`src/hdl/sac_pkg.sv`:
```
// Package: register map, field positions and timing for the converter sequencer
package sac_pkg;
	// Register byte addresses: printed offsets are not multiples of four, so index * 4
	localparam logic [7:0] CTRL_ZERO_IDX = 8'h14;
	localparam logic [7:0] CTRL_ONE_IDX = 8'h15;
	localparam logic [7:0] RESULT_IDX = 8'h16;
	localparam logic [7:0] STATUS_IDX = 8'h17;
	localparam logic [9:0] CTRL_ZERO_ADDR = {CTRL_ZERO_IDX, 2'b00};
	localparam logic [9:0] CTRL_ONE_ADDR = {CTRL_ONE_IDX, 2'b00};
	localparam logic [9:0] RESULT_ADDR = {RESULT_IDX, 2'b00};
	localparam logic [9:0] STATUS_ADDR = {STATUS_IDX, 2'b00};
	// Writable masks; unimplemented bits read zero
	localparam logic [7:0] CTRL_ZERO_MASK = 8'hF5;
	localparam logic [7:0] CTRL_ONE_MASK = 8'hEF;
	localparam logic [7:0] CTRL_RESET = 8'h00;
	// Field positions
	localparam int POWER_BIT = 0;
	localparam int GO_BIT = 2;
	localparam int CHAN_LSB = 4;
	localparam int REF_BIT = 0;
	localparam int PCFG_LSB = 1;
	localparam int JUST_BIT = 5;
	localparam int CLKSEL_LSB = 6;
	localparam int DONE_BIT = 0;
	// Clock selections and divisors
	localparam logic [1:0] CLK_DIV8 = 2'h0;
	localparam logic [1:0] CLK_DIV32 = 2'h1;
	localparam logic [1:0] CLK_DIV64 = 2'h2;
	localparam logic [1:0] CLK_RC = 2'h3;
	localparam logic [6:0] DIV8_HALF = 7'h04;
	localparam logic [6:0] DIV32_HALF = 7'h10;
	localparam logic [6:0] DIV64_HALF = 7'h20;
	// Sequence lengths in bit periods, result width and channel count
	localparam logic [3:0] CONV_PERIODS = 4'hC;
	localparam logic [3:0] RECOVER_PERIODS = 4'h2;
	localparam logic [3:0] FIRST_BIT_PERIOD = 4'h2;
	localparam int RESULT_BITS = 10;
	localparam int CHANNELS = 16;
	// Instruction cycle of the core, in oscillator cycles
	localparam logic [1:0] INSTR_CYCLES = 2'h3;

	typedef enum logic [2:0] {
		ST_OFF = 3'b000,
		ST_ACQ = 3'b001,
		ST_DELAY = 3'b010,
		ST_CONV = 3'b011,
		ST_RECOVER = 3'b100
	} sac_state_t;

	typedef struct packed {
		logic [7:0] ctrl_zero;
		logic [7:0] ctrl_one;
		logic [15:0] result;
		logic done;
		sac_state_t state;
		logic [6:0] div_cnt;
		logic bit_clk;
		logic rc_s1;
		logic rc_s2;
		logic rc_s3;
		logic [3:0] period_cnt;
		logic [1:0] delay_cnt;
		logic [9:0] sar;
		logic [9:0] trial;
		logic tick_seen;
		logic [31:0] prdata;
		logic pready;
		logic pslverr;
		logic sample_conn;
		logic powered;
		logic [15:0] analog_map;
	} sac_regs_t;
endpackage

```
`src/hdl/sac_sequencer.sv`:
```
// Converter control sequencer: APB registers, bit clock, acquisition and SAR sequencing
//
// The APB interface to the registers was chosen for this implementation.
`timescale 1ns/1ps
module sac_sequencer
	import sac_pkg::*;
#(
	parameter int DATA_W = RESULT_BITS
) (
	input wire logic CLK_I,
	input wire logic RST_N_I,
	input wire logic PSEL_I,
	input wire logic PENABLE_I,
	input wire logic PWRITE_I,
	input wire logic [31:0] PADDR_I,
	input wire logic [31:0] PWDATA_I,
	output logic [31:0] PRDATA_O,
	output logic PREADY_O,
	output logic PSLVERR_O,
	input wire logic RC_CLK_I,
	input wire logic SLEEP_I,
	input wire logic COMPARATOR_I,
	output logic [DATA_W-1:0] DAC_CODE_O,
	output logic [3:0] CHANNEL_O,
	output logic SAMPLE_CONNECT_O,
	output logic EXT_REF_O,
	output logic POWER_ON_O,
	output logic [CHANNELS-1:0] ANALOG_PIN_O,
	output logic DONE_O
);

	// ==========================================================================
	// State
	// ==========================================================================
	sac_regs_t r_reg;
	sac_regs_t r_next;

	logic [1:0] clk_sel;
	logic rc_mode;
	logic [6:0] half;
	logic bit_tick;
	logic access;
	logic wr_zero;
	logic go_write;
	logic go_clear;
	logic running;
	logic [2:0] pcfg;
	logic [15:0] just_val;
	logic [31:0] rdata;
	logic unmapped;

	always_comb begin
		clk_sel = r_reg.ctrl_one[CLKSEL_LSB +: 2];
		rc_mode = (clk_sel == CLK_RC);
		access = PSEL_I && PENABLE_I;
		wr_zero = access && PWRITE_I && (PADDR_I[9:0] == CTRL_ZERO_ADDR);
		go_write = wr_zero && PWDATA_I[GO_BIT] && r_reg.ctrl_zero[POWER_BIT];
		go_clear = wr_zero && !PWDATA_I[GO_BIT];
		running = r_reg.ctrl_zero[POWER_BIT] && !(SLEEP_I && !rc_mode);
		pcfg = r_reg.ctrl_one[PCFG_LSB +: 3];
		unique case (clk_sel)
			CLK_DIV8: half = DIV8_HALF;
			CLK_DIV32: half = DIV32_HALF;
			CLK_DIV64: half = DIV64_HALF;
			CLK_RC: half = DIV64_HALF;
		endcase
		// Bit-clock rising edge, from divider or synchronised RC
		if (rc_mode) begin
			bit_tick = r_reg.rc_s2 && !r_reg.rc_s3;
		end else begin
			bit_tick = !r_reg.bit_clk && (r_reg.div_cnt == half - 7'h01);
		end
	end

	// ==========================================================================
	// Next state
	// ==========================================================================
	always_comb begin
		r_next = r_reg;
		r_next.pready = 1'b0;
		r_next.pslverr = 1'b0;
		// RC clock crosses into this domain via two flops
		r_next.rc_s1 = RC_CLK_I;
		r_next.rc_s2 = r_reg.rc_s1;
		r_next.rc_s3 = r_reg.rc_s2;
		if (r_reg.div_cnt == half - 7'h01) begin
			r_next.div_cnt = 7'h00;
			r_next.bit_clk = !r_reg.bit_clk;
		end else begin
			r_next.div_cnt = r_reg.div_cnt + 7'h01;
		end

		// Register writes take effect at the APB completion edge
		if (access && PWRITE_I) begin
			unique case (PADDR_I[9:0])
				CTRL_ZERO_ADDR: begin
					// Go bit only starts when already powered; power and go together do not start
					r_next.ctrl_zero = PWDATA_I[7:0] & CTRL_ZERO_MASK & ~(8'h01 << GO_BIT);
					r_next.ctrl_zero[GO_BIT] = go_write || (r_reg.ctrl_zero[GO_BIT] &&
						!go_clear && PWDATA_I[POWER_BIT]);
				end
				CTRL_ONE_ADDR: r_next.ctrl_one = PWDATA_I[7:0] & CTRL_ONE_MASK;
				RESULT_ADDR: r_next.result = PWDATA_I[15:0];
				STATUS_ADDR: begin
					if (!PWDATA_I[DONE_BIT]) begin
						r_next.done = 1'b0;
					end
				end
				default: r_next.pslverr = 1'b0;
			endcase
		end

		r_next.powered = running;
		r_next.sample_conn = 1'b0;
		unique case (r_reg.state)
			ST_OFF: begin
				if (running) begin
					r_next.state = ST_ACQ;
				end
			end
			ST_ACQ: begin
				r_next.sample_conn = 1'b1;
				if (go_write) begin
					r_next.delay_cnt = 2'h0;
					r_next.period_cnt = 4'h0;
					r_next.tick_seen = 1'b0;
					r_next.sar = '0;
					r_next.trial = 10'h200;
					r_next.state = rc_mode ? ST_DELAY : ST_CONV;
				end
			end
			ST_DELAY: begin
				r_next.delay_cnt = r_reg.delay_cnt + 2'h1;
				if (r_reg.delay_cnt == INSTR_CYCLES - 2'h1) begin
					r_next.state = ST_CONV;
				end
			end
			ST_CONV: begin
				if (bit_tick) begin
					r_next.period_cnt = r_reg.period_cnt + 4'h1;
					// Periods 2..11 each resolve one bit, MSB first
					if (r_reg.period_cnt >= FIRST_BIT_PERIOD - 4'h1 &&
						r_reg.period_cnt < CONV_PERIODS - 4'h1) begin
						if (COMPARATOR_I) begin
							r_next.sar = r_reg.sar | r_reg.trial;
						end
						r_next.trial = r_reg.trial >> 1;
					end
					if (r_reg.period_cnt == CONV_PERIODS - 4'h1) begin
						// Result, go clear and done all together
						if (r_reg.ctrl_one[JUST_BIT]) begin
							r_next.result = {6'h00, r_reg.sar};
						end else begin
							r_next.result = {r_reg.sar, 6'h00};
						end
						r_next.ctrl_zero[GO_BIT] = 1'b0;
						r_next.done = 1'b1;
						r_next.period_cnt = 4'h0;
						r_next.state = ST_RECOVER;
					end
				end
				if (go_clear) begin
					r_next.period_cnt = 4'h0;
					r_next.state = ST_RECOVER;
				end
			end
			ST_RECOVER: begin
				if (bit_tick) begin
					r_next.period_cnt = r_reg.period_cnt + 4'h1;
					if (r_reg.period_cnt == RECOVER_PERIODS - 4'h1) begin
						r_next.state = ST_ACQ;
					end
				end
			end
			default: r_next.state = ST_OFF;
		endcase
		if (!running) begin
			// Shut down or sleep without RC: abort, go cleared
			r_next.state = ST_OFF;
			r_next.sample_conn = 1'b0;
			if (r_reg.state != ST_OFF) begin
				r_next.ctrl_zero[GO_BIT] = 1'b0;
			end
		end

		// Pin map: n highest pins of each octet go digital
		for (int i = 0; i < 8; i++) begin
			// Top code turns the whole octet digital, not just seven pins
			r_next.analog_map[i] = (pcfg != 3'h7) && (i < 8 - int'(pcfg));
			r_next.analog_map[i + 8] = r_next.analog_map[i];
		end

		// Read data
		unmapped = 1'b0;
		just_val = r_reg.result;
		unique case (PADDR_I[9:0])
			CTRL_ZERO_ADDR: rdata = {24'h000000, r_reg.ctrl_zero & CTRL_ZERO_MASK};
			CTRL_ONE_ADDR: rdata = {24'h000000, r_reg.ctrl_one & CTRL_ONE_MASK};
			RESULT_ADDR: rdata = {16'h0000, just_val};
			STATUS_ADDR: rdata = {29'h00000000, r_reg.state};
			default: begin
				rdata = 32'h00000000;
				unmapped = 1'b1;
			end
		endcase
		if (PADDR_I[9:0] == STATUS_ADDR) begin
			rdata[DONE_BIT] = r_reg.done;
			rdata[3:1] = r_reg.state;
		end
		if (PSEL_I && !PENABLE_I) begin
			r_next.prdata = rdata;
			r_next.pready = 1'b1;
			r_next.pslverr = unmapped;
		end
		if (access) begin
			r_next.pready = 1'b0;
		end
		// Done: a completion in the same cycle as a clear wins
		if (r_reg.state == ST_CONV && bit_tick && r_reg.period_cnt == CONV_PERIODS - 4'h1
			&& !go_clear) begin
			r_next.done = 1'b1;
		end
	end

	// ==========================================================================
	// Registers
	// ==========================================================================
	always_ff @(posedge CLK_I or negedge RST_N_I) begin
		if (!RST_N_I) begin
			r_reg <= '0;
			r_reg.ctrl_zero <= CTRL_RESET;
			r_reg.ctrl_one <= CTRL_RESET;
			r_reg.analog_map <= 16'hFFFF;
		end else begin
			r_reg <= r_next;
		end
	end

	always_comb begin
		PRDATA_O = r_reg.prdata;
		PREADY_O = r_reg.pready;
		PSLVERR_O = r_reg.pslverr;
		DAC_CODE_O = r_reg.sar | r_reg.trial;
		CHANNEL_O = r_reg.ctrl_zero[CHAN_LSB +: 4];
		SAMPLE_CONNECT_O = r_reg.sample_conn;
		EXT_REF_O = r_reg.ctrl_one[REF_BIT];
		POWER_ON_O = r_reg.powered;
		ANALOG_PIN_O = r_reg.analog_map;
		DONE_O = r_reg.done;
	end

endmodule // sac_sequencer

```
`config.mk`:
```
export PLATFORM = sky130hd
export DESIGN_NAME = sac_sequencer
export DESIGN_NICKNAME = d
export VERILOG_FILES = /design/src/hdl/sac_pkg.sv /design/src/hdl/sac_sequencer.sv
export SDC_FILE = /design/constraint.sdc
export NUM_CORES = 1
export LEC_CHECK = 0
export BUFFER_PORTS_ARGS = -buffer_cell sky130_fd_sc_hd__buf_4
export CELL_PAD_IN_SITES_DETAIL_PLACEMENT = 1
export CELL_PAD_IN_SITES_GLOBAL_PLACEMENT = 2
export CORE_ASPECT_RATIO = 0.75
export CORE_MARGIN = 4
export CORE_UTILIZATION = 35
export DETAILED_ROUTE_END_ITERATION = 8
export HOLD_SLACK_MARGIN = 0.08
export PLACE_DENSITY_LB_ADDON = 0.1
export SYNTH_ARGS = -nofsm -noshare
export SYNTH_HDL_FRONTEND = slang
export SYNTH_SLANG_ARGS = --single-unit
```
`constraint.sdc`:
```
create_clock -name CLK_I -period 6.4 [get_ports CLK_I]
set_clock_uncertainty 0.1 [all_clocks]
set_input_delay 0.32 -clock CLK_I [delete_from_list [all_inputs] [get_ports CLK_I]]
set_output_delay 0.32 -clock CLK_I [all_outputs]
set_load 0.01 [all_outputs]
```
==> report_table.html <==
<table>
<tr><th>Metric</th><th>Value</th></tr>
<tr><th colspan="2">Job</th></tr>
<tr><td>Number of max-cap violations</td><td>0</td></tr>
<tr><th colspan="2">Worst hold path</th></tr>
<tr><td>Kind of path behind the tightest hold check</td><td>in2reg</td></tr>
<tr><td>Worst hold stages</td><td>3</td></tr>
<tr><th colspan="2">STA</th></tr>
<tr><td>Transition time at the pin with the least slew margin</td><td>1.002 ns</td></tr>
<tr><td>Fmax</td><td>313.3 MHz</td></tr>
<tr><td>Number of slew-limit violations in the final report</td><td>0</td></tr>
<tr><td>Final cycle utilization of the critical path</td><td>49.87%</td></tr>
<tr><td>Setup repair after global routing missed its margin</td><td>no</td></tr>
<tr><td>Setup violations, final</td><td>0</td></tr>
<tr><td>Hold Fails Final Rpt</td><td>0</td></tr>
<tr><td>Sum of negative setup slack</td><td>0 ns</td></tr>
<tr><td>Max-slew headroom</td><td>32.98%</td></tr>
<tr><td>Crit path time final</td><td>3.191 ns</td></tr>
<tr><th colspan="2">Power and ir drop</th></tr>
<tr><td>Internal portion of total power</td><td>995.4 uW</td></tr>
<tr><td>Power density over cell area</td><td>218.5 nW/um^2</td></tr>
<tr><td>Flop pwr share</td><td>49.3%</td></tr>
<tr><td>Switching Power</td><td>284.2 uW</td></tr>
<tr><td>Leakage power of the design</td><td>2.773 nW</td></tr>
<tr><td>Comb power frac</td><td>4.9%</td></tr>
<tr><td>Net switching share of the total power</td><td>22.21%</td></tr>
<tr><td>Worst ir drop on vdd</td><td>0.1303 mV</td></tr>
<tr><td>Relative contribution of the clock network to total power</td><td>45.9%</td></tr>
<tr><th colspan="2">Global route</th></tr>
<tr><td>GR Overflow Total</td><td>0</td></tr>
<tr><td>Vias in the first global route</td><td>3620</td></tr>
<tr><td>Antenna violations before repair</td><td>0</td></tr>
<tr><td>First-pass GRT wire length</td><td>20110 um</td></tr>
<tr><td>Tot GR Track Use</td><td>15.20%</td></tr>
<tr><td>Largest net degree at the start of global routing</td><td>60</td></tr>
<tr><th colspan="2">Place</th></tr>
<tr><td>Total half-perimeter wirelength after legalization and detailed placement</td><td>9020 um</td></tr>
<tr><td>Routability Congestion</td><td>0.7335</td></tr>
<tr><td>Instance count after placement with tap cells included</td><td>706</td></tr>
<tr><td>PortBufs</td><td>85</td></tr>
<tr><th colspan="2">Cells and area</th></tr>
<tr><td>Most frequent cells in the layout</td><td>sky130_fd_sc_hd__dfrtp_1 (90), sky130_fd_sc_hd__buf_4 (88), sky130_fd_sc_hd__nand2_1 (45)</td></tr>
<tr><td>Total number of nets in the final design</td><td>603</td></tr>
<tr><td>Most common cell after layout, fill and taps aside</td><td>sky130_fd_sc_hd__dfrtp_1</td></tr>
<tr><td>Filler instances</td><td>1537</td></tr>
<tr><td>Area growth from synthesis to layout</td><td>15.90%</td></tr>
<tr><td>Antenna diode instance count</td><td>0</td></tr>
<tr><td>Flip-flop count of the largest register, all copies and words added</td><td>41</td></tr>
<tr><td>Final cell count without fillers</td><td>724</td></tr>
<tr><td>Area taken by flip-flops and latches</td><td>2462 sq um</td></tr>
<tr><td>Layout cell share with drive strength beyond 1</td><td>30.62%</td></tr>
<tr><td>Area of the multi-input gates</td><td>2122 sq um</td></tr>
<tr><td>Utilization after layout</td><td>42.02%</td></tr>
<tr><th colspan="2">Synth</th></tr>
<tr><td>Adder and majority gate portion of the synthesized area</td><td>1.734%</td></tr>
<tr><td>Mean instance size in the synthesized netlist</td><td>10.42 sq um</td></tr>
<tr><td>Mux contribution to synthesized area</td><td>8.172%</td></tr>
<tr><td>Dominant register cell in the synthesized netlist</td><td>sky130_fd_sc_hd__dfrtp_1</td></tr>
<tr><td>Area fraction in and, or, nand and nor cells after synthesis</td><td>15.11%</td></tr>
<tr><td>Share of synthesized area occupied by flip-flops and latches</td><td>48.74%</td></tr>
<tr><td>Warnings, synthesis</td><td>0</td></tr>
<tr><td>Count of flip-flops with a built-in enable after synthesis</td><td>0</td></tr>
<tr><td>Mapped Area</td><td>5052 sq um</td></tr>
<tr><td>Seq cells post-synth</td><td>98</td></tr>
<tr><td>Number of distinct library cells after synthesis</td><td>58</td></tr>
<tr><td>Asr flop ratio synth</td><td>100.0%</td></tr>
<tr><td>Synthesized instance count</td><td>485</td></tr>
<tr><td>Synth Area in Compound Gates</td><td>14.41%</td></tr>
<tr><td>Largest family of logic cells by synthesized area</td><td>simple AND/OR/NAND/NOR gates</td></tr>
<tr><td>Parity-gate share of the synthesized area counting xor and xnor cells</td><td>1.387%</td></tr>
<tr><th colspan="2">Floorplanning</th></tr>
<tr><td>Effective utilization at floorplan</td><td>36.26%</td></tr>
<tr><td>DIE AREA</td><td>16440 sq um</td></tr>
<tr><td>Boundary Pins</td><td>140</td></tr>
<tr><td>Area inside the core boundary</td><td>13930 sq um</td></tr>
<tr><td>Die W</td><td>146.7 um</td></tr>
<tr><td>Number of rows in the core area</td><td>37</td></tr>
<tr><td>Floorplan die height</td><td>112.1 um</td></tr>
<tr><th colspan="2">Routing</th></tr>
<tr><td>Number of detailed-routing iterations run before antenna repair</td><td>4</td></tr>
<tr><td>Detailed router's first-iteration violation count</td><td>196</td></tr>
<tr><td>Via count</td><td>3484</td></tr>
<tr><td>Antenna Nets Post-Route</td><td>0</td></tr>
<tr><td>Number of vias per cell</td><td>4.812</td></tr>
<tr><td>Detailed-route DRC error count</td><td>0</td></tr>
<tr><td>Average routed wire per standard cell</td><td>16.97 um</td></tr>
<tr><td>Wire length after detailed routing</td><td>12290 um</td></tr>
<tr><th colspan="2">Clock tree</th></tr>
<tr><td>Clock tree from TritonCTS</td><td>done</td></tr>
<tr><td>CTS sink cnt</td><td>98</td></tr>
<tr><td>Quantity of hold-fixing buffers added after cts</td><td>2</td></tr>
<tr><td>TritonCTS buffer count</td><td>9</td></tr>
<tr><td>Master cell of the clock root buffer</td><td>sky130_fd_sc_hd__clkbuf_16</td></tr>
<tr><td>Number of H-tree levels</td><td>3</td></tr>
<tr><td>Clock latency at the later pin of the worst-skew pair</td><td>0.35 ns</td></tr>
<tr><td>Post-CTS clock slew at the launch and capture registers of the worst setup and hold paths</td><td>0.07 ns</td></tr>
<tr><td>Post-CTS setup buffers</td><td>0</td></tr>
<tr><td>Number of instances resized during post-cts repair</td><td>0</td></tr>
<tr><td>Max Buffers Root-to-Sink</td><td>2</td></tr>
<tr><th colspan="2">Setup path</th></tr>
<tr><td>Startpoint types</td><td>flip-flop</td></tr>
<tr><td>Worst path arrival time</td><td>3.33 ns</td></tr>
<tr><td>Kind of end point of the critical path</td><td>flip-flop</td></tr>
<tr><td>FF-to-FF path depth</td><td>6</td></tr>
<tr><td>Crit Path Class</td><td>reg2reg</td></tr>
<tr><td>Required time reported for the critical path endpoint</td><td>6.53 ns</td></tr>
<tr><td>Largest fanout on the critical path</td><td>25</td></tr>
<tr><th colspan="2">Outcome</th></tr>
<tr><td>Run status</td><td>complete, no violations</td></tr>
</table>
stage by stage:
step | hold slack (ns) | total power, mW | setup slack, ns | instance area [sq um]
after detailed placement | 0.2272 | 0.7049 | 3.030 | 5519
after global placement | 0.2272 | 0.7036 | 3.081 | 5519
after floorplan | -0.07559 | 0.6736 | 3.681 | 5109
after CTS | 0.08849 | 1.301 | 3.133 | 5856
final | 0.09998 | 1.280 | 3.209 | 5856
after global routing | 0.09894 | 1.338 | 2.850 | 5856
power by group through the flow:
stage / clock network [mW] / registers [mW] / logic, mW
finish: 0.587 / 0.630 / 0.0622
global route: 0.637 / 0.631 / 0.0704
CTS: 0.606 / 0.630 / 0.0640
detailed placement: 0 / 0.642 / 0.0631
global placement: 0 / 0.642 / 0.0619
floorplan: 0 / 0.641 / 0.0325
per-layer routing:
metal  global-route usage, %  wire, um  part of all wire, %  vias to the layer above
met4                   3.195       106                 0.86                        0
li1                        -         -                    -                     1716
met3                   4.036       575                  4.7                       10
met5                       0         0                    0                        -
met1                   23.00      6312                   51                     1685
met2                   21.82      5292                   43                       73
cells in the mapped netlist, types with 3 or more instances:
| library cell | instances | area [sq um] |
|---|---|---|
| sky130_fd_sc_hd__nand2b_1 | 6 | 37.54 |
| sky130_fd_sc_hd__mux2_2 | 16 | 180.2 |
| sky130_fd_sc_hd__nand3b_1 | 7 | 52.55 |
| sky130_fd_sc_hd__nor2b_1 | 5 | 31.28 |
| sky130_fd_sc_hd__a22o_1 | 18 | 157.7 |
| sky130_fd_sc_hd__buf_4 | 52 | 390.4 |
| sky130_fd_sc_hd__ha_1 | 7 | 87.58 |
| sky130_fd_sc_hd__inv_1 | 8 | 30.03 |
| sky130_fd_sc_hd__o21ai_0 | 33 | 165.2 |
| sky130_fd_sc_hd__nand2_1 | 45 | 168.9 |
| sky130_fd_sc_hd__nor2_1 | 26 | 97.59 |
| sky130_fd_sc_hd__and3_1 | 4 | 25.02 |
| sky130_fd_sc_hd__or2_2 | 10 | 62.56 |
| sky130_fd_sc_hd__xor2_1 | 5 | 43.79 |
| sky130_fd_sc_hd__nand4_1 | 12 | 75.07 |
| sky130_fd_sc_hd__xnor2_1 | 3 | 26.28 |
| sky130_fd_sc_hd__dfstp_2 | 8 | 210.2 |
| sky130_fd_sc_hd__a21bo_2 | 10 | 100.1 |
| sky130_fd_sc_hd__o41ai_1 | 3 | 26.28 |
| sky130_fd_sc_hd__nor3_1 | 7 | 35.03 |
| sky130_fd_sc_hd__clkbuf_1 | 20 | 75.07 |
| sky130_fd_sc_hd__mux2i_1 | 21 | 210.2 |
| sky130_fd_sc_hd__dfrtp_1 | 90 | 2252 |
| sky130_fd_sc_hd__nand3_1 | 11 | 55.05 |
| sky130_fd_sc_hd__a21oi_1 | 11 | 55.05 |
layout make-up:
class | instances | area share [%]
multi-input cells | 317 | 36.24
well taps | 195 | 4.167
clock inverters | 6 | 1.496
repair buffers | 90 | 11.62
clock buffers | 10 | 3.910
flip-flops and latches | 98 | 42.05
inverters | 8 | 0.5128
logic make-up after synthesis:
kind of cell	count (synthesis)
muxes	38
and+or+nand+nor	148
DFF	98
AOI/OAI and AO/OA	100
other	1
buffers and inverters	85
xor gates and xnor gates	8
adders and majority gates	7
path summary, 6_finish.rpt:
check                                           start                    endpoint  slack [ns]
worst max register to register  r_reg[91]$_DFFE_PN0P_       r_reg[66]$_DFFE_PN0P_        3.21
min in group asynchronous                     RST_N_I     PRDATA_O[3]$_DFFE_PN0P_        0.38
worst max-delay path            r_reg[91]$_DFFE_PN0P_       r_reg[66]$_DFFE_PN0P_        3.21
worst min register to register   r_next[80]$_DFF_PN0_        r_next[79]$_DFF_PN0_        0.27
max in group asynchronous                     RST_N_I  SAMPLE_CONNECT_O$_DFF_PN0_        4.63
worst min-delay path                      PWDATA_I[1]         pcfg[0]$_DFFE_PN0P_         0.1
worst max-delay path, cell delays in order, from the launching register on:
cell and delay (ns):
sky130_fd_sc_hd__dfrtp_1 0.50, sky130_fd_sc_hd__nor2b_1 0.32, sky130_fd_sc_hd__and2_1 0.76, sky130_fd_sc_hd__o21ai_0 0.28, sky130_fd_sc_hd__nand2_1 0.40, sky130_fd_sc_hd__o21ai_1 0.40, sky130_fd_sc_hd__a21bo_2 0.32
(Power assumes the default switching activity.)
